$ cat config.mk
export PLATFORM = sky130hd
export DESIGN_NAME = swpos_top
export DESIGN_NICKNAME = d
export VERILOG_FILES = /design/src/swpos_pkg.sv /design/src/swpos_unit.sv /design/src/swpos_top.sv
export SDC_FILE = /design/constraint.sdc
export NUM_CORES = 1
export LEC_CHECK = 0
export CORE_MARGIN = 4
export CORE_UTILIZATION = 40
export CTS_CLUSTER_SIZE = 16
export DETAILED_ROUTE_END_ITERATION = 10
export DONT_BUFFER_PORTS = 1
export MAX_ROUTING_LAYER = met4
export SETUP_SLACK_MARGIN = 0.02
export SLEW_MARGIN = 20
export SYNTH_ARGS = -nofsm -noshare
export SYNTH_HDL_FRONTEND = slang
export SYNTH_SLANG_ARGS = --single-unit
$ cat constraint.sdc
create_clock -name i_clk -period 9.35 [get_ports i_clk]
set_input_delay 0.935 -clock i_clk [delete_from_list [all_inputs] [get_ports i_clk]]
set_output_delay 0.935 -clock i_clk [all_outputs]
set_load 0.05 [all_outputs]
$ cat src/swpos_pkg.sv
// Purpose: Shared constants for the switchgear position supervisor.
// Assumes: 25 MHz system clock.
// Notes: Position codes, counter widths and default travel times.
package swpos_pkg;
    // ------------------------------------------------------------------
    // Position codes
    // ------------------------------------------------------------------
    localparam logic [1:0] POS_INDETERM = 2'h0;
    localparam logic [1:0] POS_OPEN = 2'h1;
    localparam logic [1:0] POS_CLOSED = 2'h2;
    localparam logic [1:0] POS_DISTURB = 2'h3;

    // ------------------------------------------------------------------
    // Timing
    // ------------------------------------------------------------------
    localparam int CLK_HZ = 25000000;
    localparam int TRAVEL_W = 24;
    localparam int TRAVEL_DEF_MS = 100;
    localparam logic [TRAVEL_W-1:0] TRAVEL_DEF_CYC =
        TRAVEL_W'(TRAVEL_DEF_MS * (CLK_HZ / 1000));
    localparam logic [TRAVEL_W-1:0] TRAVEL_RST = 24'h000000;

    // Contact wiring selections
    localparam logic [1:0] WIRE_BOTH = 2'h3;
    localparam logic [1:0] WIRE_CLOSE_ONLY = 2'h2;
    localparam logic [1:0] WIRE_OPEN_ONLY = 2'h1;
endpackage : swpos_pkg

$ cat src/swpos_unit.sv
// Purpose: Supervises one switching element.
// Assumes: Contact inputs already synchronised; one-cycle requests.
// Notes: A travel timer validates each movement and limits the drive.
`timescale 1ns/10ps
module swpos_unit
    import swpos_pkg::*;
(
    input wire logic i_clk,
    input wire logic i_rst_n,
    input wire logic i_aux_close,
    input wire logic i_aux_open,
    input wire logic [1:0] i_wired,
    input wire logic i_force_open,
    input wire logic i_close_req,
    input wire logic i_open_req,
    input wire logic [TRAVEL_W-1:0] i_t_close,
    input wire logic [TRAVEL_W-1:0] i_t_open,
    output logic o_drive_close,
    output logic o_drive_open,
    output logic [1:0] o_pos
);
    typedef enum logic [2:0] {
        ST_IDLE = 3'b001,
        ST_CLOSING = 3'b010,
        ST_OPENING = 3'b100
    } move_t;

    move_t st_q, st_d;
    logic [TRAVEL_W-1:0] cnt_q, cnt_d;
    logic [1:0] pos_q, pos_d;
    logic expired_q, expired_d;
    logic is_closed, is_open, equal_in, running;

    // ------------------------------------------------------------------
    // Contact evaluation
    // ------------------------------------------------------------------
    // Single contact: absence of the wired contact means the other end
    always_comb begin
        is_closed = 1'b0;
        is_open = 1'b0;
        equal_in = 1'b0;
        if (i_wired == WIRE_BOTH) begin
            is_closed = i_aux_close & ~i_aux_open;
            is_open = ~i_aux_close & i_aux_open;
            equal_in = i_aux_close == i_aux_open;
        end else if (i_wired == WIRE_CLOSE_ONLY) begin
            is_closed = i_aux_close;
            is_open = ~i_aux_close;
        end else if (i_wired == WIRE_OPEN_ONLY) begin
            is_open = i_aux_open;
            is_closed = ~i_aux_open;
        end
    end

    assign running = st_q != ST_IDLE;

    // ------------------------------------------------------------------
    // Travel sequence
    // ------------------------------------------------------------------
    // Next state, timer and validated position
    always_comb begin
        st_d = st_q;
        cnt_d = cnt_q;
        expired_d = expired_q;
        case (st_q)
            ST_IDLE: begin
                if (i_close_req && !i_force_open) begin
                    st_d = ST_CLOSING;
                    cnt_d = TRAVEL_RST;
                    expired_d = 1'b0;
                end else if (i_open_req) begin
                    st_d = ST_OPENING;
                    cnt_d = TRAVEL_RST;
                    expired_d = 1'b0;
                end
            end
            ST_CLOSING: begin
                if (is_closed || i_force_open) begin
                    st_d = ST_IDLE;
                end else if (cnt_q + 1'b1 >= i_t_close) begin
                    st_d = ST_IDLE;
                    expired_d = 1'b1;
                end else begin
                    cnt_d = cnt_q + 1'b1;
                end
            end
            ST_OPENING: begin
                if (is_open) begin
                    st_d = ST_IDLE;
                end else if (cnt_q + 1'b1 >= i_t_open) begin
                    st_d = ST_IDLE;
                    expired_d = 1'b1;
                end else begin
                    cnt_d = cnt_q + 1'b1;
                end
            end
            default: st_d = ST_IDLE;
        endcase
        // Position from contacts, timer state and withdrawal
        if (i_force_open) begin
            pos_d = POS_OPEN;
        end else if (i_wired == 2'h0) begin
            pos_d = POS_DISTURB;
        end else if (st_d == ST_CLOSING && !is_closed) begin
            // Old end position no longer counts once travel has begun
            pos_d = POS_INDETERM;
        end else if (st_d == ST_OPENING && !is_open) begin
            pos_d = POS_INDETERM;
        end else if (is_open) begin
            pos_d = POS_OPEN;
        end else if (is_closed) begin
            pos_d = POS_CLOSED;
        end else if (equal_in) begin
            pos_d = POS_DISTURB;
        end else begin
            pos_d = POS_INDETERM;
        end
        if (expired_d && !is_open && !is_closed && !i_force_open) begin
            pos_d = POS_DISTURB;
        end
    end

    // Register the travel sequence
    always_ff @(posedge i_clk) begin
        if (!i_rst_n) begin
            st_q <= ST_IDLE;
            cnt_q <= TRAVEL_RST;
            pos_q <= POS_INDETERM;
            expired_q <= 1'b0;
        end else begin
            st_q <= st_d;
            cnt_q <= cnt_d;
            pos_q <= pos_d;
            expired_q <= expired_d;
        end
    end

    // Drives end on position or timer expiry
    assign o_drive_close = st_q == ST_CLOSING;
    assign o_drive_open = st_q == ST_OPENING;
    assign o_pos = pos_q;

    // ------------------------------------------------------------------
    // Checks
    // ------------------------------------------------------------------
    drive_excl_a: assert property (
        @(posedge i_clk) disable iff (!i_rst_n)
        !(o_drive_close && o_drive_open))
        else $error("both drives asserted");
    close_start_a: assert property (
        @(posedge i_clk) disable iff (!i_rst_n)
        (st_q == ST_IDLE && i_close_req && !i_force_open)
        |=> (o_drive_close && o_pos == POS_INDETERM) || is_closed)
        else $error("close request did not start travel");
    close_done_a: assert property (
        @(posedge i_clk) disable iff (!i_rst_n)
        (o_drive_close && is_closed && !i_force_open)
        |=> !o_drive_close && o_pos == POS_CLOSED)
        else $error("closed position not shown");
    open_start_a: assert property (
        @(posedge i_clk) disable iff (!i_rst_n)
        (st_q == ST_IDLE && i_open_req && !i_close_req && !is_open)
        |=> o_drive_open)
        else $error("open request did not start travel");
    open_done_a: assert property (
        @(posedge i_clk) disable iff (!i_rst_n)
        (o_drive_open && is_open) |=> !o_drive_open)
        else $error("open drive not released");
    force_open_a: assert property (
        @(posedge i_clk) disable iff (!i_rst_n)
        i_force_open |=> o_pos == POS_OPEN)
        else $error("withdrawn unit not open");
    close_limit_a: assert property (
        @(posedge i_clk) disable iff (!i_rst_n)
        (o_drive_close && cnt_q + 1'b1 >= i_t_close)
        |=> !o_drive_close)
        else $error("close drive too long");
    disturb_a: assert property (
        @(posedge i_clk) disable iff (!i_rst_n)
        (o_drive_open && !is_open && !is_closed && cnt_q + 1'b1 >= i_t_open
         && !i_force_open) |=> o_pos == POS_DISTURB)
        else $error("expiry not flagged");
endmodule : swpos_unit

$ cat src/swpos_top.sv
// Purpose: Position supervisor for a withdrawable switching unit.
// Assumes: Contact and plug pins are asynchronous; 25 MHz clock.
// Notes: Switching part and truck are two supervised elements.
//
// Operation
// Position code 0..3: indeterminate, open, closed, disturbed
// Close request starts timer, shows indeterminate
// Closed before expiry shows closed
// Expiry without new position shows disturbed; code shows the old end position while its contacts still decode it
// Open request starts timer, shows indeterminate
// Open before expiry shows open, else disturbed; code shows closed if the contacts still decode closed
// Close drive limited to close travel time
// Open drive limited to open travel time
// Equal contacts while running: indeterminate
// Contact pairs decode to open or closed
// Equal contacts after expiry: disturbed
// Both contacts sampled continuously
// Plug removal asserts withdrawn status
// Withdrawn forces switching part open
// Overrides of withdrawn unit ignored
// Withdrawable unit is part plus truck
// Interlock prevents withdrawing a closed part
// Installation wires at least one contact
// Single contact gives reduced supervision
// Protection commands share control relays
// Travel times set per element
// Travel times are clock cycle counts
`timescale 1ns/10ps
module swpos_top
    import swpos_pkg::*;
(
    input wire logic i_clk,
    input wire logic i_rst_n,
    input wire logic i_part_aux_close,
    input wire logic i_part_aux_open,
    input wire logic i_truck_aux_close,
    input wire logic i_truck_aux_open,
    input wire logic i_plug_removed,
    input wire logic [1:0] i_part_wired,
    input wire logic [1:0] i_truck_wired,
    input wire logic i_part_close_req,
    input wire logic i_part_open_req,
    input wire logic i_prot_close_req,
    input wire logic i_prot_open_req,
    input wire logic i_truck_close_req,
    input wire logic i_truck_open_req,
    input wire logic i_pos_override,
    input wire logic [TRAVEL_W-1:0] i_part_t_close,
    input wire logic [TRAVEL_W-1:0] i_part_t_open,
    input wire logic [TRAVEL_W-1:0] i_truck_t_close,
    input wire logic [TRAVEL_W-1:0] i_truck_t_open,
    output logic o_part_drive_close,
    output logic o_part_drive_open,
    output logic o_truck_drive_close,
    output logic o_truck_drive_open,
    output logic [1:0] o_part_pos,
    output logic o_part_closed,
    output logic o_part_open,
    output logic o_part_indeterm,
    output logic o_part_disturb,
    output logic [1:0] o_truck_pos,
    output logic o_withdrawn,
    output logic o_interlock_block
);
    // ------------------------------------------------------------------
    // Input synchronisers
    // ------------------------------------------------------------------
    localparam int NSYNC = 5;
    logic [NSYNC-1:0] raw_in, s1_q, s1_d, s2_q, s2_d;
    logic p_close, p_open, t_close, t_open, removed;

    assign raw_in = {i_plug_removed, i_truck_aux_open, i_truck_aux_close,
                     i_part_aux_open, i_part_aux_close};

    // Two stages for every pin input
    always_comb begin
        s1_d = raw_in;
        s2_d = s1_q;
    end

    always_ff @(posedge i_clk) begin
        if (!i_rst_n) begin
            s1_q <= '0;
            s2_q <= '0;
        end else begin
            s1_q <= s1_d;
            s2_q <= s2_d;
        end
    end

    assign {removed, t_open, t_close, p_open, p_close} = s2_q;

    // ------------------------------------------------------------------
    // Command merging and interlock
    // ------------------------------------------------------------------
    logic part_close_cmd, part_open_cmd, truck_close_cmd, truck_open_cmd;
    logic wd_q, wd_d;

    // Protection and control commands drive the same relays
    assign part_close_cmd = i_part_close_req | i_prot_close_req;
    assign part_open_cmd = i_part_open_req | i_prot_open_req;
    // Truck moving out is refused while the part is closed
    assign truck_open_cmd = i_truck_open_req &
                            (o_part_pos != POS_CLOSED);
    assign truck_close_cmd = i_truck_close_req;
    assign o_interlock_block = o_part_pos == POS_CLOSED;

    // Withdrawn status follows the plug; overrides have no path
    always_comb begin
        wd_d = removed;
    end

    always_ff @(posedge i_clk) begin
        if (!i_rst_n) begin
            wd_q <= 1'b0;
        end else begin
            wd_q <= wd_d;
        end
    end

    assign o_withdrawn = wd_q;

    // ------------------------------------------------------------------
    // Supervised elements
    // ------------------------------------------------------------------
    // Switching part, with withdrawal forcing open
    swpos_unit u_part (
        .i_clk(i_clk),
        .i_rst_n(i_rst_n),
        .i_aux_close(p_close),
        .i_aux_open(p_open),
        .i_wired(i_part_wired),
        .i_force_open(wd_q),
        .i_close_req(part_close_cmd),
        .i_open_req(part_open_cmd),
        .i_t_close(i_part_t_close),
        .i_t_open(i_part_t_open),
        .o_drive_close(o_part_drive_close),
        .o_drive_open(o_part_drive_open),
        .o_pos(o_part_pos)
    );

    // Truck uses only its two contacts, no plug input
    swpos_unit u_truck (
        .i_clk(i_clk),
        .i_rst_n(i_rst_n),
        .i_aux_close(t_close),
        .i_aux_open(t_open),
        .i_wired(i_truck_wired),
        .i_force_open(1'b0),
        .i_close_req(truck_close_cmd),
        .i_open_req(truck_open_cmd),
        .i_t_close(i_truck_t_close),
        .i_t_open(i_truck_t_open),
        .o_drive_close(o_truck_drive_close),
        .o_drive_open(o_truck_drive_open),
        .o_pos(o_truck_pos)
    );

    // ------------------------------------------------------------------
    // Indications
    // ------------------------------------------------------------------
    // One indication per code value
    assign o_part_indeterm = o_part_pos == POS_INDETERM;
    assign o_part_open = o_part_pos == POS_OPEN;
    assign o_part_closed = o_part_pos == POS_CLOSED;
    assign o_part_disturb = o_part_pos == POS_DISTURB;

    // ------------------------------------------------------------------
    // Checks
    // ------------------------------------------------------------------
    withdrawn_follow_a: assert property (
        @(posedge i_clk) disable iff (!i_rst_n)
        $rose(removed) |=> o_withdrawn)
        else $error("withdrawn status missing");
    withdrawn_open_a: assert property (
        @(posedge i_clk) disable iff (!i_rst_n)
        o_withdrawn |=> o_part_open)
        else $error("withdrawn part not open");
    override_ignored_a: assert property (
        @(posedge i_clk) disable iff (!i_rst_n)
        (o_withdrawn && wd_d && i_pos_override) |=> o_part_open)
        else $error("override changed withdrawn unit");
    truck_lock_a: assert property (
        @(posedge i_clk) disable iff (!i_rst_n)
        (o_part_closed && !o_truck_drive_open) |=> !o_truck_drive_open)
        else $error("truck moved while part closed");
    prot_relay_a: assert property (
        @(posedge i_clk) disable iff (!i_rst_n)
        (i_prot_open_req && !o_part_drive_close && !o_part_drive_open
         && !i_prot_close_req && !i_part_close_req && !o_part_open)
        |=> o_part_drive_open || o_part_open)
        else $error("protection open not on relay");
    onehot_ind_a: assert property (
        @(posedge i_clk) disable iff (!i_rst_n)
        $onehot({o_part_indeterm, o_part_open, o_part_closed,
                 o_part_disturb}))
        else $error("indications not exclusive");
endmodule : swpos_top

Word level (Yosys, flattened, before mapping)
Cells that the tools add are included.
Word-level totals
  register bits: 71
  input port bits: 114
  output and inout bits: 14
  word-level logic and storage cells: 154
Operators by class
  add/subtract/negate cells: 2
  $lt $le $gt $ge: 4
  equal/unequal tests: 32
  multiplexer cells: 71
  bitwise gates (word level): 11
  reduce and logical (&&, ||, !) cells: 23
Operators by type and width (number)
  $mux W24: 12
  $pmux W24 S3: 2
  $ge A24 B24 Y1: 4
  $add A24 B1 Y24 const B: 2
  $mux W3: 12
  $mux W2: 15
  $mux W1: 26
  $ne A2 B2 Y1 const B: 9
  $pmux W3 S3: 2
  $eq A2 B2 Y1 const B: 6
  $eq A3 B2 Y1 const B: 4
  $eq A3 B3 Y1 const B: 4
  $reduce_and A6 Y1: 2
  $logic_and A1 B1 Y1: 10
  $eq A2 B1 Y1 const B: 3
  $eq A3 B1 Y1 const B: 2
  $logic_not A2 Y1: 3
  $pmux W1 S3: 2
  $reduce_bool A3 Y1: 2
  $and A1 B1 Y1: 5
  $logic_not A1 Y1: 5
  $not A1 Y1: 4
  $ne A3 B2 Y1 const B: 1
  $ne A3 B3 Y1 const B: 1
  other kinds (3): 5

Logic depth before layout (Yosys ltp)
Gate-level depths: netlist of run 1.
  depth after elaboration: 14
  mapped depth: 19
  gate-level depth less buffers: 16

Cells and area by module
A second synthesis of run 1 with hierarchy kept.
Unflattened totals
  cell total of the unflattened synthesis: 869
  area total of the unflattened synthesis: 6789.0 sq um
By module, submodules not included
  swpos_unit at u_truck: instances 1, cells each 415, area each 3243.1 sq um, sequential area each 600.6 sq um
  swpos_unit at u_part: instances 1, cells each 422, area each 3181.8 sq um, sequential area each 600.6 sq um
  swpos_top: instances 1, cells each 32, area each 364.1 sq um, sequential area each 220.2 sq um

Least setup slack after synthesis of run 1
Ideal clock, no wire load.
  path type: flip-flop to flip-flop
  from: register u_truck.cnt_q[0]
  to: register u_truck.cnt_q[11]
  setup time: 129 ps
  data arrival time: 3746 ps
  data required time: 9221 ps
  path slack: 5475 ps
  cell stages (with the launch flop): 19
  path buffers: 2
  period minus slack after synthesis: 3875 ps
  path through: dfxtp_1 -> ha_1 -> nand3_1 -> or2_2 -> nor3_1 -> nand2_1 -> nor2_1 -> xor2_1 -> ha_1 -> o21ai_0 -> o21ai_0 -> a21oi_1 -> a21boi_0 -> a2111o_1 -> buf_6 -> a21o_4 -> buf_6 -> a22oi_1 -> nor2_1
Between the ends
  cells in the longest elaborated chain, start to end: 4
  elaborated cells between the ends (all ways): 11
  classes of those cells: add/sub (1); order compare (2); eq/ne (2); mux (5); reduce/logical (1)
RTL lines
  start: declaration: RTL line swpos_unit.sv:29  | logic [TRAVEL_W-1:0] cnt_q, cnt_d;
  start signal: assignment: RTL line swpos_unit.sv:132  | cnt_q <= cnt_d;
  $add A24 B1 Y24 *
  $ge A24 B24 Y1 (tied with other cells): RTL line swpos_unit.sv:90  | end else if (cnt_q + 1'b1 >= i_t_open) begin
  $ne A2 B2 Y1 (no line) (tied with other cells)
  $reduce_and A6 Y1 (no line) or $pmux W24 S3 (tied branches)
Mark *: on every way between the ends. The rest lies on a longest branch, timed or not. The select of a mux whose other input is x is not followed.
A chain may end at the register's enable or synchronous reset.

Worst setup path after layout of run 1
  from: register u_truck.cnt_q[0]
  to: register u_truck.cnt_q[23]
Same word-level chain as after synthesis.

==> out/summary.log, run 1 <==
qor: clock_network.clock_insertion_delay_worst_skew 0.34 ns
qor: min_path.worst_hold_path.num_cells 1
qor: logic_synthesis.synth-main-ff-cell sky130_fd_sc_hd__dfxtp_1
qor: critical_path.cpPeakStageDelay 0.61 ns
qor: logic_synthesis.yosysWarningCount 0
qor: cells_and_area.drive_above_1_share 5.40%
qor: global_routing.grt_pass1_vias 5292
qor: logic_synthesis.synth_top_area_share 22.1%
qor: cells_and_area.leading_cell_type_in_the_layout_fill_and_taps_excluded sky130_fd_sc_hd__inv_1
qor: critical_path.required 9.62 ns
qor: detailed_routing.drt_pass1_iterations 4
qor: min_path.worstHoldStart s1_q[1]$_SDFF_PN0_
qor: detailed_routing.drt_drc_violations_left 0
qor: placement.hpwl 11700 um
qor: clock_network.cts_made_buffers 9
qor: detailed_routing.route.detailed.wl_per_inst 14.3 um
qor: critical_path.rr_startpoint u_truck.cnt_q[0]$_SDFFE_PN0P_
qor: clock_network.tritoncts built
qor: run_status.outcome completed
qor: floorplanning.die_h 135 um
qor: critical_path.worstSetupStartpointType register
qor: global_routing.grt_start_max_net_pins 54
qor: critical_path.worst_path_fanout_max 17
qor: timing.hold-worst-slack 0.427 ns
qor: detailed_routing.final_antenna_net_count 0
qor: global_routing.grt.met1_usage 20.9%
qor: cells_and_area.utilization 43.5%
qor: detailed_routing.routed-via-count 5541
qor: global_routing.grt.met3_usage 4.17%
qor: job.drv.max_cap_violation_count 0
qor: timing.final_min_period_over_clock_period 52.1%
qor: clock_network.cts_sinks 71
qor: global_routing.grt_antenna_before_repair 1
qor: floorplanning.floorplan.initialDensity 40.6%
qor: critical_path.ff2ff_path_depth 15
qor: timing.fmax 205 MHz
qor: detailed_routing.viasPerCell 5.28
qor: logic_synthesis.synth_area_per_cell 7.64 um^2
qor: timing.min_period 4.87 ns
qor: power_and_ir_drop.power.share.combinational 16.0%
qor: timing.report.final.hold_viol_count 0
qor: cells_and_area.final_nets 1045
qor: global_routing.gr-usage-met2 28.6%
qor: floorplanning.fp-row-count 46
qor: timing.worst-slew-pin-transition 1.08 ns
qor: detailed_routing.totalWireLength 15000 um
qor: power_and_ir_drop.total_leakage_power 0.00315 uW
qor: power_and_ir_drop.power.switching_fraction 29.2%
qor: timing.timing.clock.skew 0.00963 ns
qor: global_routing.grt_first_pass_wirelength 24700 um
qor: power_and_ir_drop.p_per_area 115 nW/um^2
qor: clock_network.clock_tree.htree_level_count 3
qor: logic_synthesis.synth_cell_type_count 70
qor: logic_synthesis.yosys.area.top_type sky130_fd_sc_hd__dfxtp_1
qor: clock_network.postCtsSetupBuffers 0
qor: floorplanning.core_area 15800 um^2
qor: clock_network.ctsRootBufferMaster sky130_fd_sc_hd__clkbuf_16
qor: placement.portBuffers 0
qor: global_routing.global_route.overflow_total 0
qor: logic_synthesis.asyncSetResetFlopFracSynth 0%
qor: cells_and_area.area.growth.synth_to_final 7.02%
qor: timing.timing_max_transition_violations_final 0
qor: global_routing.grt-busiest-layer met2
qor: power_and_ir_drop.p_seq_share 40.8%
qor: placement.finalWeightedCongestion 0.832
qor: floorplanning.width_of_the_die 135 um
qor: timing.rsz0062_at_grt no
qor: logic_synthesis.synth_edf_count 0
qor: logic_synthesis.postSynthNetCount 1058
qor: cells_and_area.layout.cells.most_common_list sky130_fd_sc_hd__inv_1, sky130_fd_sc_hd__ha_1, sky130_fd_sc_hd__nand2_1
qor: logic_synthesis.synth_seq_area_share 22.1%
qor: critical_path.rrSetupSlack 4.48 ns
qor: logic_synthesis.syn_area 6430 um^2
qor: floorplanning.io_pins 128
qor: detailed_routing.drt-initial-drc-count 237
qor: critical_path.crit_chain ha_1 > nand3_1 > or2_2 > nor3_1 > nand2_1 > xnor2_1 > ha_1 > nand4_1 > nor2_1 > a221oi_1 > a211oi_2 > a2111o_1 > a21oi_4 > nand3_1 > a21oi_2
qor: min_path.hold-path-endpoint s2_q[1]$_SDFF_PN0_
qor: clock_network.cts.reportedPaths.clkPinSlew 0.06 ns
qor: critical_path.timing.critical_path.to_type register
qor: power_and_ir_drop.power.clock.fraction 43.2%
qor: power_and_ir_drop.vdd_drop_max 0.0801 mV
qor: clock_network.clock_tree.buffer_depth 2
qor: critical_path.cp_data_arrival_time 5.14 ns
qor: global_routing.groute.usage.overall 17.2%
qor: clock_network.postCtsHoldBufs 0
qor: logic_synthesis.synthesis.instances 842
qor: timing.timing.slew.headroom 27.4%
qor: logic_synthesis.postSynthRegisterBits 71
qor: logic_synthesis.synth_top_cells_by_area sky130_fd_sc_hd__dfxtp_1, sky130_fd_sc_hd__ha_1, sky130_fd_sc_hd__inv_1, sky130_fd_sc_hd__a21oi_1, sky130_fd_sc_hd__nand2_1
qor: floorplanning.die_area 18200 um^2
qor: timing.finalSetupViolCount 0
qor: clock_network.cts-resized-gates 0
qor: critical_path.critical_path.slowest_cell sky130_fd_sc_hd__a2111o_1
qor: power_and_ir_drop.internal_power 562 uW
qor: min_path.hp-class reg2reg
qor: critical_path.worstReg2RegEnd u_truck.cnt_q[23]$_SDFFE_PN0P_
qor: timing.fin_tns_setup 0 ns
qor: critical_path.timing_worst_setup_path_type reg2reg
qor: power_and_ir_drop.switchingPower 232 uW
[synthesized netlist by cell type, drive strengths merged, types with 16 or more instances]
cell type  count
a21oi         79
and2          17
clkbuf        16
dfxtp         71
ha           102
inv          105
nand2         78
nand3         42
nor2          46
o21ai         51
xnor2         27
[metrics by stage]
step / setup WS (ns) / area [um^2] / power (uW) / std cells
detailed placement: 4.46 / 6590 / 458 / 1034
finish: 4.48 / 6880 / 794 / 1050
CTS: 4.42 / 6880 / 807 / 1049
floorplan: 5.48 / 6430 / 438 / 842
global route: 4.08 / 6880 / 836 / 1050
global placement: 4.45 / 6590 / 458 / 1034
[worst max-delay path, delay by kind of cell (launching register included)]
family          cells  cell delay, ns
xor+xnor            1            0.39
simple gates        7            1.35
fa+ha+maj           2            0.60
compound gates      5            1.98
flops               1            0.48
[cell families after synthesis]
family	after synthesis	share of synthesized area (%)
buffers and inverters	133	8.62
AOI/OAI and AO/OA	196	19.0
muxes	1	0.175
and+or+nand+nor	298	24.6
DFF	71	22.1
adders and majority gates	102	19.8
xor gates and xnor gates	41	5.58
[sequential cells by signal, summed over array words and instances (netlist names)]
register / flops
u_part.o_pos: 2
u_part.cnt_q: 24
u_truck.st_q: 3
u_truck.cnt_q: 24
u_part.expired_q: 1
u_truck.expired_q: 1
s2_q: 5
u_part.st_q: 3
u_truck.o_pos: 2
s1_q: 5
o_withdrawn: 1
[power groups by stage]
stage | Sequential [uW] | Combinational (uW) | Clock (uW)
5_1_grt | 325 | 145 | 367
3_3_place_gp | 331 | 127 | 0
3_5_place_dp | 331 | 128 | 0
4_1_cts | 324 | 128 | 355
2_1_floorplan | 328 | 110 | 0
6_report | 324 | 127 | 343
[per-layer routing]
metal / vias to the layer above / part of all wire, %
li1: 2935 / -
met5: - / 0
met4: 0 / 1.6
met1: 2495 / 47
met3: 12 / 3.7
met2: 99 / 48
[how the worst max path moves through the flow]
stage	end	cells after the start	slack [ns]	from
final	u_truck.cnt_q[23]$_SDFFE_PN0P_	15	4.48	u_truck.cnt_q[0]$_SDFFE_PN0P_
after global routing	u_truck.cnt_q[3]$_SDFFE_PN0P_	15	4.08	u_truck.cnt_q[0]$_SDFFE_PN0P_
after detailed placement	u_part.cnt_q[0]$_SDFFE_PN0P_	17	4.46	u_part.cnt_q[0]$_SDFFE_PN0P_
after CTS	u_truck.cnt_q[23]$_SDFFE_PN0P_	15	4.42	u_truck.cnt_q[0]$_SDFFE_PN0P_
after floorplan	u_truck.cnt_q[11]$_SDFFE_PN0P_	18	5.48	u_truck.cnt_q[0]$_SDFFE_PN0P_
after global placement	u_truck.cnt_q[23]$_SDFFE_PN0P_	15	4.45	u_truck.cnt_q[0]$_SDFFE_PN0P_
[final cells by class]
type | instances | area [um^2]
clock inverters | 3 | 43.8
inverters | 105 | 394
repair buffers | 4 | 30.0
well taps | 216 | 270
flip-flops and latches | 71 | 1420
clock buffers | 12 | 246
multi-input cells | 638 | 4470
fillers | 1662 | 8950
diodes | 1 | 2.50
(Power assumes the default switching activity.)
==> inputs of run 2 (changes only) <==
Clock period 9.35 ns to 5.1 ns, I/O delays scaled along.
==> run 2 against run 1 <==
Non-clock buffer count up 6. Worst setup slack lost 4.1 ns. Combinational power up 94%. Clock power rose by 100%. Global-route usage fell by 0.083 points. Total power is 93% higher. Critical endpoint is now u_truck.cnt_q[18]$_SDFFE_PN0P_. Largest power group unchanged. Highest routed layer unchanged.
==> out/summary.log, run 2 (synthesized netlist as in run 1, its figures left out) <==
qor: clock_network.ctsRootBufferMaster sky130_fd_sc_hd__clkbuf_16
qor: cells_and_area.area.growth.synth_to_final 8.48%
qor: floorplanning.floorplan.initialDensity 40.6%
qor: critical_path.worst_path_fanout_max 24
qor: global_routing.grt_antenna_before_repair 1
qor: floorplanning.width_of_the_die 135 um
qor: timing.timing.clock.skew 0.00889 ns
qor: detailed_routing.totalWireLength 15200 um
qor: global_routing.grt_start_max_net_pins 54
qor: floorplanning.die_area 18200 um^2
qor: timing.fmax 212 MHz
qor: placement.finalWeightedCongestion 0.849
qor: run_status.outcome completed
qor: cells_and_area.leading_cell_type_in_the_layout_fill_and_taps_excluded sky130_fd_sc_hd__inv_1
qor: global_routing.gr-usage-met2 28.8%
qor: global_routing.grt_pass1_vias 5237
qor: detailed_routing.viasPerCell 5.34
qor: min_path.hp-class in2reg
qor: detailed_routing.drt-initial-drc-count 295
qor: cells_and_area.drive_above_1_share 6.55%
qor: critical_path.critPathCapture u_truck.cnt_q[18]$_SDFFE_PN0P_
qor: clock_network.clock_insertion_delay_worst_skew 0.34 ns
qor: job.drv.max_cap_violation_count 0
qor: critical_path.required 5.35 ns
qor: cells_and_area.layout.cells.most_common_list sky130_fd_sc_hd__inv_1, sky130_fd_sc_hd__ha_1, sky130_fd_sc_hd__nand2_1
qor: cells_and_area.final_nets 1051
qor: placement.hpwl 11900 um
qor: floorplanning.fp-row-count 46
qor: timing.min_period 4.71 ns
qor: clock_network.clock_tree.buffer_depth 2
qor: critical_path.rr_startpoint u_truck.cnt_q[0]$_SDFFE_PN0P_
qor: clock_network.cts.reportedPaths.clkPinSlew 0.06 ns
qor: critical_path.critical_path.top_delay_family simple AND/OR/NAND/NOR gates
qor: critical_path.worstReg2RegEnd u_truck.cnt_q[18]$_SDFFE_PN0P_
qor: global_routing.grt-busiest-layer met2
qor: global_routing.grt.met3_usage 3.87%
qor: critical_path.ff2ff_path_depth 15
qor: global_routing.grt_first_pass_wirelength 24700 um
qor: critical_path.worstSetupStartpointType register
qor: timing.timing_max_transition_violations_final 0
qor: floorplanning.core_area 15800 um^2
qor: critical_path.critical_path.slowest_cell sky130_fd_sc_hd__or4_1
qor: critical_path.critical-path-top-cell-by-count sky130_fd_sc_hd__ha_1
qor: timing.fin_tns_setup 0 ns
qor: clock_network.cts_made_buffers 9
qor: clock_network.tritoncts built
qor: critical_path.rrSetupSlack 0.39 ns
qor: floorplanning.die_h 135 um
qor: critical_path.buffer_and_inverter_count_on_the_worst_path 0
qor: critical_path.cpPeakStageDelay 0.60 ns
qor: clock_network.clock_tree.htree_level_count 3
qor: clock_network.cts-resized-gates 0
qor: global_routing.groute.usage.overall 17.1%
qor: critical_path.crit_start u_truck.cnt_q[0]$_SDFFE_PN0P_
qor: detailed_routing.drt_drc_violations_left 0
qor: placement.portBuffers 0
qor: timing.finalSetupViolCount 0
qor: critical_path.timing_worst_setup_path_type reg2reg
qor: critical_path.cp_data_arrival_time 4.96 ns
qor: critical_path.crit_chain ha_1 > nand3_1 > or2_2 > nor3_1 > nand2_1 > xnor2_1 > ha_1 > nand4_1 > or4_1 > o32a_1 > a211oi_2 > a2111o_1 > a21o_4 > o21ai_0 > a21oi_1
qor: timing.report.final.hold_viol_count 0
qor: critical_path.worst-path-stages 15
qor: global_routing.grt.met1_usage 21.2%
qor: detailed_routing.routed-via-count 5648
qor: power_and_ir_drop.p_per_area 219 nW/um^2
qor: clock_network.postCtsHoldBufs 0
qor: clock_network.cts_sinks 71
qor: global_routing.global_route.overflow_total 0
qor: power_and_ir_drop.vdd_drop_max 0.140 mV
qor: detailed_routing.route.detailed.wl_per_inst 14.4 um
qor: detailed_routing.final_antenna_net_count 0
qor: timing.final_min_period_over_clock_period 92.3%
qor: cells_and_area.layout.filler_cells 1648
qor: critical_path.timing.critical_path.to_type register
qor: cells_and_area.utilization 44.1%
qor: timing.timing.slew.headroom 25.3%
qor: floorplanning.io_pins 128
qor: detailed_routing.drt_pass1_iterations 4
qor: clock_network.postCtsSetupBuffers 0
qor: timing.worst-slew-pin-transition 1.12 ns
qor: power_and_ir_drop.total_leakage_power 0.00321 uW
qor: cells_and_area.biggest_regs u_part.cnt_q (24), u_truck.cnt_q (24)
qor: timing.rsz0062_at_grt no
==> run 2: worst reg2reg max path: stages (launching register included) <==
cell	delay (ns)
sky130_fd_sc_hd__dfxtp_1	0.47
sky130_fd_sc_hd__ha_1	0.23
sky130_fd_sc_hd__nand3_1	0.12
sky130_fd_sc_hd__or2_2	0.38
sky130_fd_sc_hd__nor3_1	0.32
sky130_fd_sc_hd__nand2_1	0.11
sky130_fd_sc_hd__xnor2_1	0.35
sky130_fd_sc_hd__ha_1	0.21
sky130_fd_sc_hd__nand4_1	0.18
sky130_fd_sc_hd__or4_1	0.60
sky130_fd_sc_hd__o32a_1	0.37
sky130_fd_sc_hd__a211oi_2	0.27
sky130_fd_sc_hd__a2111o_1	0.44
sky130_fd_sc_hd__a21o_4	0.31
sky130_fd_sc_hd__o21ai_0	0.13
sky130_fd_sc_hd__a21oi_1	0.15
==> run 2: metrics by stage <==
stage | hold WS (ns) | cell area [um^2] | worst slack (ns) | power (uW) | std cells
after floorplan | 0.412 | 6430 | 1.23 | 804 | 842
after global placement | 0.413 | 6650 | 0.436 | 852 | 1040
after detailed placement | 0.421 | 6650 | 0.397 | 854 | 1040
after CTS | 0.237 | 6970 | 0.377 | 1560 | 1056
after global routing | 0.231 | 6980 | 0.0297 | 1610 | 1057
final | 0.251 | 6980 | 0.393 | 1530 | 1057
==> run 2: layout make-up <==
class,count,area (um^2),area share [%]
clock buffers,10,239,3.43
flip-flops and latches,71,1420,20.4
well taps,216,270,3.87
clock inverters,6,83.8,1.20
multi-input cells,638,4480,64.2
diodes,1,2.50,0.0359
inverters,105,394,5.65
repair buffers,10,87.6,1.26
==> run 2: worst min path at each step <==
stage	from	slack, ns	cells after the start	to
after detailed placement	s1_q[1]$_SDFF_PN0_	0.42	1	s2_q[1]$_SDFF_PN0_
final	i_rst_n	0.25	1	u_part.st_q[0]$_SDFF_PN1_
after CTS	i_rst_n	0.24	1	u_part.st_q[0]$_SDFF_PN1_
after floorplan	s2_q[4]$_SDFF_PN0_	0.41	1	o_withdrawn$_SDFF_PN0_
after global placement	s1_q[0]$_SDFF_PN0_	0.41	1	s2_q[0]$_SDFF_PN0_
after global routing	i_rst_n	0.23	1	u_part.st_q[0]$_SDFF_PN1_
==> run 2: report_power, final <==
part           switching, uW  internal [uW]  total (uW)
Combinational            163           83.9         247
Sequential              25.8            568         594
Clock                    250            440         690
==> run 2: layer usage <==
metal	routed length (um)	up-vias	part of all wire, %
met3	559	10	3.7
met1	7140	2567	47
met2	7380	112	48
met5	0	-	0
met4	141	0	0.93
li1	-	2959	-
==> inputs of run 3 (changes only) <==
--- a/config.mk
+++ b/config.mk
@@ -8,4 +8,5 @@
 export CORE_MARGIN = 4
 export CORE_UTILIZATION = 40
+export CTS_BUF_LIST = sky130_fd_sc_hd__clkbuf_4 sky130_fd_sc_hd__clkbuf_8
 export CTS_CLUSTER_SIZE = 16
 export DETAILED_ROUTE_END_ITERATION = 10
==> constraint.sdc (replaced) <==
create_clock -name i_clk -period 5.1 [get_ports i_clk]
set_input_delay 0.51 -clock i_clk [delete_from_list [all_inputs] [get_ports i_clk]]
set_output_delay 0.51 -clock i_clk [all_outputs]
set_load 0.02 [all_outputs]
==> run 3 against run 2 <==
Worst setup slack improved by 0.12 ns. Sequential share of layout area rose by 0.42 points. First-iteration DRC count fell by 2.0%. Non-clock buffer count did not move. Via count fell by 0.67%. Total power fell by 17%. Clock skew barely moved. Hold slack got worse by 0.029 ns. Cell area fell by 2.0%. Clock-buffer cell count rose by 2. Largest cell class unchanged.
==> out/summary.log, run 3 (synthesized netlist as in run 1, its figures left out) <==
qor: global_routing.groute.usage.overall 16.9%
qor: timing.min_period 4.59 ns
qor: clock_network.clock_insertion_delay_worst_skew 0.36 ns
qor: power_and_ir_drop.internal_power 898 uW
qor: power_and_ir_drop.p_per_area 187 nW/um^2
qor: placement.finalWeightedCongestion 0.853
qor: cells_and_area.layout.filler_cells 1641
qor: critical_path.critical_path.top_delay_family simple AND/OR/NAND/NOR gates
qor: timing.worst-slew-pin-transition 1.10 ns
qor: power_and_ir_drop.total_leakage_power 0.00315 uW
qor: min_path.hp-class in2reg
qor: critical_path.timing.critical_path.to_type register
qor: power_and_ir_drop.power.share.combinational 18.1%
qor: detailed_routing.final_antenna_net_count 0
qor: timing.timing.clock.skew 0.00912 ns
qor: clock_network.clock_tree.htree_level_count 3
qor: clock_network.cts_made_buffers 9
qor: timing.fin_tns_setup 0 ns
qor: job.drv.max_cap_violation_count 0
qor: critical_path.worstSetupStartpointType register
qor: global_routing.grt_pass1_vias 5218
qor: cells_and_area.drive_above_1_share 6.07%
qor: placement.portBuffers 0
qor: clock_network.postCtsSetupBuffers 0
qor: timing.fmax 218 MHz
qor: critical_path.worst_path_fanout_max 24
qor: detailed_routing.drt-initial-drc-count 289
qor: critical_path.cp_data_arrival_time 4.88 ns
qor: global_routing.grt_first_pass_wirelength 24400 um
qor: clock_network.clock_tree.buffer_depth 2
qor: cells_and_area.final_nets 1051
qor: detailed_routing.routed-via-count 5610
qor: detailed_routing.totalWireLength 15000 um
qor: critical_path.crit_chain ha_1 > nand3_1 > or2_2 > nor3_1 > nand2_1 > xnor2_1 > ha_1 > nand4_1 > or4_1 > o32a_1 > a211oi_2 > a2111o_1 > a21o_4 > o21ai_0 > a21oi_1
qor: run_status.outcome completed
qor: clock_network.cts_sinks 71
qor: critical_path.critical-path-top-cell-by-count sky130_fd_sc_hd__ha_1
qor: floorplanning.fp-row-count 46
qor: clock_network.cts.reportedPaths.clkPinSlew 0.07 ns
qor: timing.report.final.hold_viol_count 0
qor: placement.hpwl 11800 um
qor: detailed_routing.drt_pass1_iterations 4
qor: clock_network.tritoncts built
qor: global_routing.grt_antenna_before_repair 1
qor: detailed_routing.viasPerCell 5.31
qor: timing.final_min_period_over_clock_period 90.0%
qor: floorplanning.width_of_the_die 135 um
qor: power_and_ir_drop.switchingPower 380 uW
qor: timing.rsz0062_at_grt no
qor: power_and_ir_drop.power.clock.fraction 36.1%
qor: floorplanning.die_area 18200 um^2
qor: timing.timing_max_transition_violations_final 0
qor: cells_and_area.area.growth.synth_to_final 6.29%
qor: cells_and_area.layout.cells.most_common_list sky130_fd_sc_hd__inv_1, sky130_fd_sc_hd__ha_1, sky130_fd_sc_hd__nand2_1
qor: clock_network.cts-resized-gates 0
qor: power_and_ir_drop.total_power 1280 uW
qor: floorplanning.die_h 135 um
qor: power_and_ir_drop.power.switching_fraction 29.7%
qor: power_and_ir_drop.vdd_drop_max 0.0940 mV
qor: timing.finalSetupViolCount 0
qor: cells_and_area.biggest_regs u_part.cnt_q (24), u_truck.cnt_q (24)
qor: critical_path.critical_path.slowest_cell sky130_fd_sc_hd__or4_1
qor: critical_path.required 5.39 ns
qor: critical_path.buffer_and_inverter_count_on_the_worst_path 0
qor: detailed_routing.drt_drc_violations_left 0
qor: floorplanning.io_pins 128
qor: clock_network.ctsRootBufferMaster sky130_fd_sc_hd__clkbuf_8
qor: timing.timing.slew.headroom 26.3%
qor: critical_path.timing_worst_setup_path_type reg2reg
qor: detailed_routing.route.detailed.wl_per_inst 14.2 um
qor: cells_and_area.leading_cell_type_in_the_layout_fill_and_taps_excluded sky130_fd_sc_hd__inv_1
qor: clock_network.postCtsHoldBufs 0
qor: floorplanning.core_area 15800 um^2
qor: critical_path.cpPeakStageDelay 0.58 ns
qor: global_routing.grt_start_max_net_pins 49
qor: power_and_ir_drop.p_seq_share 45.7%
qor: global_routing.global_route.overflow_total 0
qor: floorplanning.floorplan.initialDensity 40.6%
-- run 3: changes by cell type in the layout (fill, tap and decap cells not counted), sizes merged --
cell    change
clkbuf      +2
bufinv      -1
clkinv      -1
-- run 3: per-stage QoR --
stage	cells	utilization (%)	hold WS [ns]	cell area (um^2)	setup WS (ns)
floorplan	842	-	0.412	6430	1.23
global placement	1040	41.9	0.413	6630	0.510
detailed placement	1040	41.9	0.417	6630	0.496
CTS	1056	43.2	0.196	6830	0.477
global route	1057	43.2	0.204	6830	0.185
finish	1057	43.2	0.222	6830	0.512
-- run 3: path summary, 6_finish.rpt --
path	start	to	cells after the start	slack, ns
worst max register to register	u_truck.cnt_q[0]$_SDFFE_PN0P_	u_truck.cnt_q[18]$_SDFFE_PN0P_	15	0.51
worst min-delay path	i_rst_n	u_truck.st_q[0]$_SDFF_PN1_	1	0.22
worst min register to register	s1_q[0]$_SDFF_PN0_	s2_q[0]$_SDFF_PN0_	1	0.43
worst max-delay path	u_truck.cnt_q[0]$_SDFFE_PN0P_	u_truck.cnt_q[18]$_SDFFE_PN0P_	15	0.51
-- run 3: power by group through the flow --
| stage | combinational [uW] | clock, uW | sequential [uW] |
|---|---|---|---|
| global placement | 232 | 0 | 597 |
| floorplan | 189 | 0 | 594 |
| CTS | 233 | 488 | 584 |
| finish | 232 | 462 | 584 |
| detailed placement | 232 | 0 | 598 |
| global route | 266 | 511 | 586 |
-- run 3: layout make-up --
| type | count | area [um^2] | share of cell area, % |
|---|---|---|---|
| Multi-Input combinational cell | 638 | 4460 | 65.3 |
| Clock inverter | 4 | 45.0 | 0.659 |
| Clock buffer | 12 | 153 | 2.23 |
| Inverter | 105 | 394 | 5.77 |
| Timing Repair Buffer | 10 | 87.6 | 1.28 |
| Antenna cell | 1 | 2.50 | 0.0366 |
| Sequential cell | 71 | 1420 | 20.8 |
| Tap cell | 216 | 270 | 3.95 |
-- run 3: routing by layer --
layer  vias to the layer above  share of wire, %  GRT usage [%]
met5                         -                 0              -
met4                         0               2.2           5.83
met2                       116                47           27.5
li1                       2947                 -              -
met1                      2527                47           21.3
met3                        20               3.8           3.09
